`config.mk`:
```
export PLATFORM = sky130hd
export DESIGN_NAME = rsmc_top
export DESIGN_NICKNAME = d
export VERILOG_FILES = /design/src/logic/rsmc_pkg.sv /design/src/logic/rsmc_strap_if.sv /design/src/logic/rsmc_top.sv /design/src/logic/rsmc_strap_decode.sv
export SDC_FILE = /design/constraint.sdc
export NUM_CORES = 1
export LEC_CHECK = 0
export BUFFER_PORTS_ARGS = -buffer_cell sky130_fd_sc_hd__buf_2
export CORE_MARGIN = 2
export CORE_UTILIZATION = 42
export CTS_CLUSTER_DIAMETER = 60
export DETAILED_ROUTE_END_ITERATION = 7
export GPL_TIMING_DRIVEN = 0
export HOLD_SLACK_MARGIN = 0.05
export PLACE_DENSITY_LB_ADDON = 0.12
export SYNTH_ARGS = -nofsm -noshare
export SYNTH_HDL_FRONTEND = slang
export SYNTH_HIERARCHICAL = 1
export SYNTH_SLANG_ARGS = --single-unit
export TNS_END_PERCENT = 5
```
`constraint.sdc`:
```
create_clock -name clk -period 1.5 [get_ports clk]
set_input_delay 0.15 -clock clk [delete_from_list [all_inputs] [get_ports clk]]
set_output_delay 0.15 -clock clk [all_outputs]
set_load 0.1 [all_outputs]
```
`src/logic/rsmc_pkg.sv`:
```
package rsmc_pkg;

  // Three-level strap pin codes as presented on the raw strap inputs
  localparam logic [1:0] LVL_CODE_LOW   = 2'h0;
  localparam logic [1:0] LVL_CODE_FLOAT = 2'h1;
  localparam logic [1:0] LVL_CODE_HIGH  = 2'h2;

  typedef enum logic [1:0] {
    RSMC_LVL_LOW,
    RSMC_LVL_FLOAT,
    RSMC_LVL_HIGH
  } rsmc_level_t;

  // De-emphasis setting codes
  localparam logic [1:0] DEEMPH_M2DB = 2'h0;
  localparam logic [1:0] DEEMPH_0DB  = 2'h1;
  localparam logic [1:0] DEEMPH_RSVD = 2'h2;

  // Control flow states of the loader
  typedef enum logic [1:0] {
    RSMC_ST_CAPTURE,
    RSMC_ST_RUN,
    RSMC_ST_POWER_DOWN
  } rsmc_state_t;

  // Register map, byte addresses
  localparam int          ADDR_W        = 4;
  localparam logic [3:0]  CTRL_OFFSET   = 4'h0;
  localparam logic [3:0]  STATUS_OFFSET = 4'h4;

  // Control register fields
  localparam int          CTRL_WIDTH        = 6;
  localparam int          CTRL_DEEMPH_LSB   = 0;
  localparam int          CTRL_EQ_ADAPT_BIT = 2;
  localparam int          CTRL_EQ_HIGH_BIT  = 3;
  localparam int          CTRL_SDA_LOW_BIT  = 4;
  localparam int          CTRL_SCL_LOW_BIT  = 5;
  localparam logic [5:0]  CTRL_RESET        = 6'h05;

  // Status register fields
  localparam int STAT_POWER_DOWN = 0;
  localparam int STAT_BUS_MODE   = 1;
  localparam int STAT_SIGDET_ON  = 2;
  localparam int STAT_STANDBY    = 3;
  localparam int STAT_TERM       = 4;
  localparam int STAT_EQ_ADAPT   = 5;
  localparam int STAT_EQ_HIGH    = 6;
  localparam int STAT_DEEMPH_LSB = 7;
  localparam int STAT_ADDR_BIT   = 9;
  localparam int STAT_SCL_IN     = 10;
  localparam int STAT_SDA_IN     = 11;

  // AXI responses
  localparam logic [1:0] RESP_OKAY   = 2'h0;
  localparam logic [1:0] RESP_SLVERR = 2'h2;

  // Raw strap code to level; the unused code reads as floating
  function automatic rsmc_level_t lvl_decode(input logic [1:0] code);
    case (code)
      LVL_CODE_LOW:  lvl_decode = RSMC_LVL_LOW;
      LVL_CODE_HIGH: lvl_decode = RSMC_LVL_HIGH;
      default:       lvl_decode = RSMC_LVL_FLOAT;
    endcase
  endfunction

endpackage

```
`src/logic/rsmc_strap_if.sv`:
```
`timescale 1ns/1ps
interface rsmc_strap_if;
  logic [1:0] deemph_raw;
  logic [1:0] eq_raw;
  logic       bus_mode;
  logic [1:0] deemph_code;
  logic       eq_adaptive;
  logic       eq_gain_high;
  logic       addr_bit;

  modport decoder (
    input  deemph_raw,
    input  eq_raw,
    input  bus_mode,
    output deemph_code,
    output eq_adaptive,
    output eq_gain_high,
    output addr_bit
  );

  modport user (
    output deemph_raw,
    output eq_raw,
    output bus_mode,
    input  deemph_code,
    input  eq_adaptive,
    input  eq_gain_high,
    input  addr_bit
  );
endinterface

```
`src/logic/rsmc_top.sv`:
```
// Notes on behaviour
// Enable low powers down, high runs
// Enable falling edge resets internal state
// Detect enable low: detector off, termination on
// Detect enable high: standby without input clock
// De-emphasis strap: low -2, float 0, high reserved
// Bus mode takes de-emphasis from bus
// Floating equalizer strap selects adaptive equalization
// Fixed gain: low 7.5 dB, high 14 dB
// Bus mode reads equalizer strap as address bit
// Mode select high bus, low strap
// Control bus pins used only in bus mode
// Strap mode: bus writes cannot override straps
// Latch straps and mode at reset release
//
// Implementation choices: the AXI4-Lite register port and the register offsets.
`timescale 1ns/1ps
module rsmc_top (
  input  wire logic                        clk,
  input  wire logic                        rst,
  // Device control pins
  input  wire logic                        op_enable,
  input  wire logic                        sig_detect_en,
  input  wire logic                        ctrl_mode_sel,
  input  wire logic [1:0]                  deemph_strap,
  input  wire logic [1:0]                  equalizer_strap_addr_bit,
  input  wire logic                        input_clock_valid,
  // Control bus pins, open drain
  input  wire logic                        control_bus_clock_pin_in,
  output logic                             control_bus_clock_pin_out,
  output logic                             control_bus_clock_pin_oe,
  input  wire logic                        control_bus_data_pin_in,
  output logic                             control_bus_data_pin_out,
  output logic                             control_bus_data_pin_oe,
  // Settings towards the analog path
  output logic                             power_down,
  output logic                             internal_reset,
  output logic                             sig_detect_on,
  output logic                             term_connected,
  output logic                             standby,
  output logic                             bus_mode,
  output logic [1:0]                       deemph_sel,
  output logic                             eq_adaptive,
  output logic                             eq_gain_high,
  output logic                             slave_addr_bit,
  // AXI4-Lite slave
  input  wire logic [rsmc_pkg::ADDR_W-1:0] s_axi_awaddr,
  input  wire logic                        s_axi_awvalid,
  output logic                             s_axi_awready,
  input  wire logic [31:0]                 s_axi_wdata,
  input  wire logic [3:0]                  s_axi_wstrb,
  input  wire logic                        s_axi_wvalid,
  output logic                             s_axi_wready,
  output logic [1:0]                       s_axi_bresp,
  output logic                             s_axi_bvalid,
  input  wire logic                        s_axi_bready,
  input  wire logic [rsmc_pkg::ADDR_W-1:0] s_axi_araddr,
  input  wire logic                        s_axi_arvalid,
  output logic                             s_axi_arready,
  output logic [31:0]                      s_axi_rdata,
  output logic [1:0]                       s_axi_rresp,
  output logic                             s_axi_rvalid,
  input  wire logic                        s_axi_rready
);

  // Bytes of a write word that feed the control register
  localparam int CTRL_BYTES = 1;

  rsmc_pkg::rsmc_state_t state;
  rsmc_pkg::rsmc_state_t next_state;

  logic                            op_enable_q;
  logic                            lat_bus_mode;
  logic [1:0]                      lat_deemph;
  logic                            lat_eq_adaptive;
  logic                            lat_eq_high;
  logic                            lat_addr_bit;
  logic [rsmc_pkg::CTRL_WIDTH-1:0] ctrl;

  logic                            aw_got;
  logic                            w_got;
  logic [rsmc_pkg::ADDR_W-1:0]     aw_addr_q;
  logic [31:0]                     w_data_q;
  logic [3:0]                      w_strb_q;

  wire                             en_fall;
  wire                             capture;
  wire                             aw_take;
  wire                             w_take;
  wire                             wr_fire;
  wire                             b_done;
  wire                             ar_take;
  wire                             r_done;
  wire                             next_aw_got;
  wire                             next_w_got;
  wire                             next_bvalid;
  wire                             wr_ctrl_hit;
  wire                             wr_mapped;
  wire                             rd_ctrl_hit;
  wire                             rd_stat_hit;
  wire                             ctrl_write;
  wire [1:0]                       ctrl_deemph;
  wire [1:0]                       next_deemph;
  wire                             next_eq_adaptive;
  wire                             next_eq_high;
  wire                             next_standby;
  wire                             next_term;
  wire                             next_sda_oe;
  wire                             next_scl_oe;
  wire [31:0]                      status_word;
  wire [31:0]                      ctrl_word;
  wire [31:0]                      next_rdata;
  wire [CTRL_BYTES*8-1:0]          merged_ctrl;

  // Strap decoding through the shared carrier
  rsmc_strap_if st ();

  assign st.deemph_raw = deemph_strap;
  assign st.eq_raw     = equalizer_strap_addr_bit;
  // mode select high is bus mode
  assign st.bus_mode   = ctrl_mode_sel;

  rsmc_strap_decode u_decode (
    .st (st.decoder)
  );

  // Enable edge and capture conditions
  // falling edge of the enable
  assign en_fall = op_enable_q & ~op_enable;
  assign capture = (state == rsmc_pkg::RSMC_ST_CAPTURE);

  // Control flow: capture straps, run, power down
  always_comb begin
    next_state = state;
    case (state)
      rsmc_pkg::RSMC_ST_CAPTURE: begin
        next_state = op_enable ? rsmc_pkg::RSMC_ST_RUN : rsmc_pkg::RSMC_ST_POWER_DOWN;
      end
      rsmc_pkg::RSMC_ST_RUN: begin
        // low enable powers down
        if (!op_enable) begin
          next_state = rsmc_pkg::RSMC_ST_POWER_DOWN;
        end
      end
      rsmc_pkg::RSMC_ST_POWER_DOWN: begin
        // restart recaptures straps
        if (op_enable) begin
          next_state = rsmc_pkg::RSMC_ST_CAPTURE;
        end
      end
      default: begin
        next_state = rsmc_pkg::RSMC_ST_CAPTURE;
      end
    endcase
  end

  // State register and enable history
  always_ff @(posedge clk or posedge rst) begin
    if (rst) begin
      state       <= rsmc_pkg::RSMC_ST_CAPTURE;
      op_enable_q <= 1'b1;
    end else begin
      state       <= next_state;
      op_enable_q <= op_enable;
    end
  end

  // latch decoded straps in the capture state, after reset and on each re-enable
  always_ff @(posedge clk or posedge rst) begin
    if (rst) begin
      lat_bus_mode    <= 1'b0;
      lat_deemph      <= rsmc_pkg::DEEMPH_0DB;
      lat_eq_adaptive <= 1'b1;
      lat_eq_high     <= 1'b0;
      lat_addr_bit    <= 1'b0;
    end else if (capture) begin
      lat_bus_mode    <= st.bus_mode;
      lat_deemph      <= st.deemph_code;
      lat_eq_adaptive <= st.eq_adaptive;
      lat_eq_high     <= st.eq_gain_high;
      lat_addr_bit    <= st.addr_bit;
    end
  end

  // Effective settings: bus values only in bus mode
  assign ctrl_deemph = ctrl[rsmc_pkg::CTRL_DEEMPH_LSB +: 2];
  // bus drives de-emphasis in bus mode
  assign next_deemph = lat_bus_mode ? ctrl_deemph : lat_deemph;
  // straps win in strap mode
  assign next_eq_adaptive = lat_bus_mode ? ctrl[rsmc_pkg::CTRL_EQ_ADAPT_BIT] : lat_eq_adaptive;
  assign next_eq_high     = lat_bus_mode ? ctrl[rsmc_pkg::CTRL_EQ_HIGH_BIT] : lat_eq_high;

  // Signal detect and termination
  // standby without a valid clock
  assign next_standby = sig_detect_en & ~input_clock_valid & op_enable;
  // termination held while detector off
  assign next_term    = ~sig_detect_en | input_clock_valid;

  // pins only driven in bus mode
  assign next_sda_oe = lat_bus_mode & ctrl[rsmc_pkg::CTRL_SDA_LOW_BIT];
  assign next_scl_oe = lat_bus_mode & ctrl[rsmc_pkg::CTRL_SCL_LOW_BIT];

  // Device facing outputs, all registered
  always_ff @(posedge clk or posedge rst) begin
    if (rst) begin
      power_down     <= 1'b1;
      internal_reset <= 1'b0;
      sig_detect_on  <= 1'b0;
      term_connected <= 1'b1;
      standby        <= 1'b0;
      bus_mode       <= 1'b0;
      deemph_sel     <= rsmc_pkg::DEEMPH_0DB;
      eq_adaptive    <= 1'b1;
      eq_gain_high   <= 1'b0;
      slave_addr_bit <= 1'b0;
    end else begin
      // power down follows the enable
      power_down     <= ~op_enable;
      // one-cycle internal reset
      internal_reset <= en_fall;
      // detector off when disabled
      sig_detect_on  <= sig_detect_en;
      term_connected <= next_term;
      standby        <= next_standby;
      bus_mode       <= lat_bus_mode;
      deemph_sel     <= next_deemph;
      eq_adaptive    <= next_eq_adaptive;
      eq_gain_high   <= next_eq_high;
      // address bit in bus mode
      slave_addr_bit <= lat_addr_bit;
    end
  end

  // Open-drain control bus pins
  always_ff @(posedge clk or posedge rst) begin
    if (rst) begin
      control_bus_clock_pin_out <= 1'b0;
      control_bus_clock_pin_oe  <= 1'b0;
      control_bus_data_pin_out  <= 1'b0;
      control_bus_data_pin_oe   <= 1'b0;
    end else begin
      control_bus_clock_pin_out <= 1'b0;
      control_bus_clock_pin_oe  <= next_scl_oe;
      control_bus_data_pin_out  <= 1'b0;
      control_bus_data_pin_oe   <= next_sda_oe;
    end
  end

  // Write channel handshakes
  assign aw_take     = s_axi_awvalid & s_axi_awready;
  assign w_take      = s_axi_wvalid & s_axi_wready;
  assign next_aw_got = aw_got | aw_take;
  assign next_w_got  = w_got | w_take;
  assign wr_fire     = aw_got & w_got & ~s_axi_bvalid;
  assign b_done      = s_axi_bvalid & s_axi_bready;
  assign next_bvalid = wr_fire | (s_axi_bvalid & ~s_axi_bready);

  // Write decode
  assign wr_ctrl_hit = (aw_addr_q == rsmc_pkg::CTRL_OFFSET);
  assign wr_mapped   = wr_ctrl_hit | (aw_addr_q == rsmc_pkg::STATUS_OFFSET);
  // control writes ignored in strap mode
  assign ctrl_write  = wr_fire & wr_ctrl_hit & lat_bus_mode & w_strb_q[0];
  assign merged_ctrl = w_data_q[CTRL_BYTES*8-1:0];

  // Address and data holding
  always_ff @(posedge clk or posedge rst) begin
    if (rst) begin
      aw_got    <= 1'b0;
      w_got     <= 1'b0;
      aw_addr_q <= '0;
      w_data_q  <= 32'h0000_0000;
      w_strb_q  <= 4'h0;
    end else begin
      aw_got <= wr_fire ? 1'b0 : next_aw_got;
      w_got  <= wr_fire ? 1'b0 : next_w_got;
      if (aw_take) begin
        aw_addr_q <= s_axi_awaddr;
      end
      if (w_take) begin
        w_data_q <= s_axi_wdata;
        w_strb_q <= s_axi_wstrb;
      end
    end
  end

  // Write ready and response
  always_ff @(posedge clk or posedge rst) begin
    if (rst) begin
      s_axi_awready <= 1'b0;
      s_axi_wready  <= 1'b0;
      s_axi_bvalid  <= 1'b0;
      s_axi_bresp   <= rsmc_pkg::RESP_OKAY;
    end else begin
      s_axi_awready <= ~(next_aw_got & ~wr_fire) & ~next_bvalid;
      s_axi_wready  <= ~(next_w_got & ~wr_fire) & ~next_bvalid;
      s_axi_bvalid  <= next_bvalid;
      if (wr_fire) begin
        s_axi_bresp <= wr_mapped ? rsmc_pkg::RESP_OKAY : rsmc_pkg::RESP_SLVERR;
      end
    end
  end

  // Control register, set to CTRL_RESET by the enable falling edge
  always_ff @(posedge clk or posedge rst) begin
    if (rst) begin
      ctrl <= rsmc_pkg::CTRL_RESET;
    end else if (en_fall) begin
      // internal state back to reset
      ctrl <= rsmc_pkg::CTRL_RESET;
    end else if (ctrl_write) begin
      ctrl <= merged_ctrl[rsmc_pkg::CTRL_WIDTH-1:0];
    end
  end

  // Read decode and status assembly
  assign rd_ctrl_hit = (s_axi_araddr == rsmc_pkg::CTRL_OFFSET);
  assign rd_stat_hit = (s_axi_araddr == rsmc_pkg::STATUS_OFFSET);
  assign ctrl_word   = {{(32-rsmc_pkg::CTRL_WIDTH){1'b0}}, ctrl};
  assign status_word = {20'h0_0000,
                        control_bus_data_pin_in & lat_bus_mode,
                        control_bus_clock_pin_in & lat_bus_mode,
                        slave_addr_bit,
                        deemph_sel,
                        eq_gain_high,
                        eq_adaptive,
                        term_connected,
                        standby,
                        sig_detect_on,
                        bus_mode,
                        power_down};
  assign next_rdata  = rd_ctrl_hit ? ctrl_word :
                       rd_stat_hit ? status_word : 32'h0000_0000;
  assign ar_take     = s_axi_arvalid & s_axi_arready;
  assign r_done      = s_axi_rvalid & s_axi_rready;

  // Read channel
  always_ff @(posedge clk or posedge rst) begin
    if (rst) begin
      s_axi_arready <= 1'b0;
      s_axi_rvalid  <= 1'b0;
      s_axi_rdata   <= 32'h0000_0000;
      s_axi_rresp   <= rsmc_pkg::RESP_OKAY;
    end else begin
      s_axi_arready <= ~ar_take & ~(s_axi_rvalid & ~r_done);
      if (ar_take) begin
        s_axi_rvalid <= 1'b1;
        s_axi_rdata  <= next_rdata;
        s_axi_rresp  <= (rd_ctrl_hit | rd_stat_hit) ? rsmc_pkg::RESP_OKAY
                                                    : rsmc_pkg::RESP_SLVERR;
      end else if (r_done) begin
        s_axi_rvalid <= 1'b0;
      end
    end
  end

endmodule // rsmc_top

```
`src/logic/rsmc_strap_decode.sv`:
```
`timescale 1ns/1ps
module rsmc_strap_decode (
  rsmc_strap_if.decoder st
);

  wire rsmc_pkg::rsmc_level_t deemph_lvl;
  wire rsmc_pkg::rsmc_level_t eq_lvl;

  assign deemph_lvl = rsmc_pkg::lvl_decode(st.deemph_raw);
  assign eq_lvl     = rsmc_pkg::lvl_decode(st.eq_raw);

  // three-level de-emphasis
  assign st.deemph_code = (deemph_lvl == rsmc_pkg::RSMC_LVL_LOW)   ? rsmc_pkg::DEEMPH_M2DB :
                          (deemph_lvl == rsmc_pkg::RSMC_LVL_FLOAT) ? rsmc_pkg::DEEMPH_0DB :
                                                                    rsmc_pkg::DEEMPH_RSVD;

  // floating means adaptive
  assign st.eq_adaptive  = (eq_lvl == rsmc_pkg::RSMC_LVL_FLOAT);
  // low 7.5 dB, high 14 dB
  assign st.eq_gain_high = (eq_lvl == rsmc_pkg::RSMC_LVL_HIGH);

  // two-level address bit in bus mode
  assign st.addr_bit = st.bus_mode & (st.eq_raw == rsmc_pkg::LVL_CODE_HIGH);

endmodule // rsmc_strap_decode

```
==> out/metrics.csv <==
metric,value,unit
DP HPWL,3570,um
first-pass GRT wire length,8040,um
total power,5840,uW
DP Area,0.00304,mm^2
final hold violations,0,
design area,0.00346,mm^2
Sink Count,60,
DRC Markers,0,
Net Switching,2310,uW
CTS H-tree depth,3,
Iter 0 DRT Violations,53,
Pint,3540,uW
worst-path fanout max,2,
wire per inst,12.0,um
antenna violations before repair,0,
number of iterations in the first detailed-routing pass,4,
Mapped Area,0.00253,mm^2
post-placement cell count,374,
Initial Util,0.430,
Crit. End Element,output pin,
Syn-to-layout area delta,36.5,%
Crit Path Class,flip-flop to output pin,
maxcap violations,0,
Post-CTS Setup Inserts,0,
worst setup path startpoint,eq_adaptive,
Yosys reg bits,60,
crit-path leading delay family,flip-flops,
Worst-Skew Late Latency,0.33,ns
hold_ws,0.0832,ns
pin count of the biggest net entering global routing,44,
fin crit period,1.44,ns
DIE WIDTH,81.7,um
worst vdd ir,1.07,mV
CP cell instances,buf_2,
row count,28,
Fmax achieved,695,MHz
IO Pins,117,
CTS tree,built,
critical path launch point type,flip-flop,
Slew headroom,0.637,
final worst path period share,0.959,
number of global-route vias before repair,1762,
WP buf/inv,1,
most frequent cells in the layout,"63 x buf_2, 51 x dfrtp_1, 24 x nand2_1, 24 x buf_4, 24 x conb_1",
CORE AREA,0.00589,mm^2
Worst Clk Skew,0.00748,ns
Worst Path Arrival,1.29,ns
Crit-path slowest cell,dfstp_2,
cell count after synthesis,213,
CTS root buf,clkbuf_8,
Vias,1811,
layout cell share with drive strength beyond 1,0.414,
r2r startpoint,state[1],
clock tree buffer depth,2,
Clk pwr share,0.285,
CTS Buf Count,9,
Antenna Cells,0,
Ys Warns,6,
Nets,389,
"Seq/Total Area, Yosys",0.597,
post-route ant nets,0,
Die Footprint,0.00667,mm^2
Static Leak,0.00175,uW
synth unique cells,27,
total power per unit cell area,1690,mW/mm^2
Worst Tran Pin Value,0.543,ns
sw frac,0.395,
hold_sp,ctrl_mode_sel,
Reg power frac,0.371,
RSZ-0062 raised after global routing,no,
RePlAce Congestion,0.738,
clk slew on worst S/H paths,0.06,ns
die height,81.7,um
total congestion overflow,0,
post-route insts no fill,408,
Avg Inst Size Synth,11.9,um^2
Final Max Tran Viols,0,
GRT Overall Usage,0.162,
Post-CTS Resized,0,
"commonest non-fill, non-tap cell in the layout",buf_2,
port bufs,62,
Comb power frac,0.345,
Critical Path RT,1.35,ns
Hold WC Path Type,input port to flip-flop,
final setup fails,0,
CP max stage delay,0.54,ns
final wirelength,4910,um
Via-to-Cell Ratio,4.44,
outcome,finished clean,
through the flow:
step | utilization | worst slack [ns] | setup TNS (ns)
finish | 0.588 | 0.0618 | 0
global route | 0.588 | 0.0237 | 0
CTS | 0.588 | 0.0344 | 0
detailed placement | 0.517 | 0.148 | 0
global placement | 0.514 | -0.870 | -47.21
floorplan | - | -0.235 | -10.91
synth_stat cells, drive strengths merged:
library cell,number,area [um^2]
dfrtp,51,1280
buf,25,185
nand2,24,90.1
mux2,21,236
o31ai,10,75.1
clkbuf,9,33.8
dfstp,9,236
nor2,9,33.8
o21ai,9,45.0
mux2i,8,80.1
a21oi,7,35.0
inv,5,18.8
nand4,4,25.0
nor2b,4,25.0
and2,3,18.8
and3b,3,26.3
nor3,3,26.3
nand3b,2,18.8
o21a,2,15.0
or3,2,17.5
conb,1,3.75
nand2b,1,6.26
nand3,1,5.00
worst register-to-register path: cells and delay by family, from the launching register on:
kind             cells  cell delay, ns
flip-flops           1            0.40
multiplexers         1            0.40
AND/OR/NAND/NOR      1            0.45
flip-flops by register name, indices dropped and copies added, names as in the netlist, 2 cells and up:
| name | flops |
|---|---|
| ctrl | 6 |
| w_data_q | 6 |
| lat_deemph | 2 |
| aw_addr_q | 4 |
| deemph_sel | 2 |
| state | 2 |
| s_axi_rdata | 12 |
cell families (layout without fill, tap and decap cells):
family | after synthesis | in the layout | share of synthesized area
flip-flops | 60 | 60 | 0.597
AND/OR/NAND/NOR | 56 | 56 | 0.116
buffers and inverters | 39 | 136 | 0.0938
multiplexers | 29 | 29 | 0.125
AO/OA/AOI/OAI | 28 | 28 | 0.0672
other | 1 | 24 | 0.00148
area by class of cell:
type                            count  area (um^2)
Fill cell                         530         2430
Sequential cell                    60         1510
Multi-Input combinational cell    137          870
Timing Repair Buffer               81          510
Buffer                             34          219
Clock buffer                       12          165
Tap cell                           75         93.8
Clock inverter                      4         70.1
Inverter                            5         18.8
final timing paths:
check | depth (start not counted) | to | slack (ns)
max | 1 | eq_adaptive | 0.06
min | 2 | lat_bus_mode | 0.08
max reg2reg | 2 | lat_bus_mode | 0.14
min reg2reg | 0 | bus_mode | 0.37
max in group asynchronous | 4 | op_enable_q | 0.54
min in group asynchronous | 3 | s_axi_rvalid | 0.34
timing repair:
action / 4_1_cts / 5_1_grt
hold buffers: 18 / 0
endpoints found under the setup margin: 0 / 0
endpoints found under the hold margin: 34 / 0
power by group through the flow:
stage	combinational, uW	clock (uW)	sequential [uW]
final	2010	1660	2170
after global routing	2140	1790	2210
after CTS	2030	1720	2170
after detailed placement	1990	0	2200
after global placement	1950	0	2190
after floorplan	894	0	2950
routing by layer:
layer | vias to the layer above | GRT usage | routed length, um
li1 | 908 | - | -
met1 | 839 | 0.192 | 2080
met2 | 59 | 0.269 | 2410
met3 | 5 | 0.0637 | 360
met4 | 0 | 0.0600 | 51
met5 | - | 0 | 0
Power figures use the tool's default switching activity.
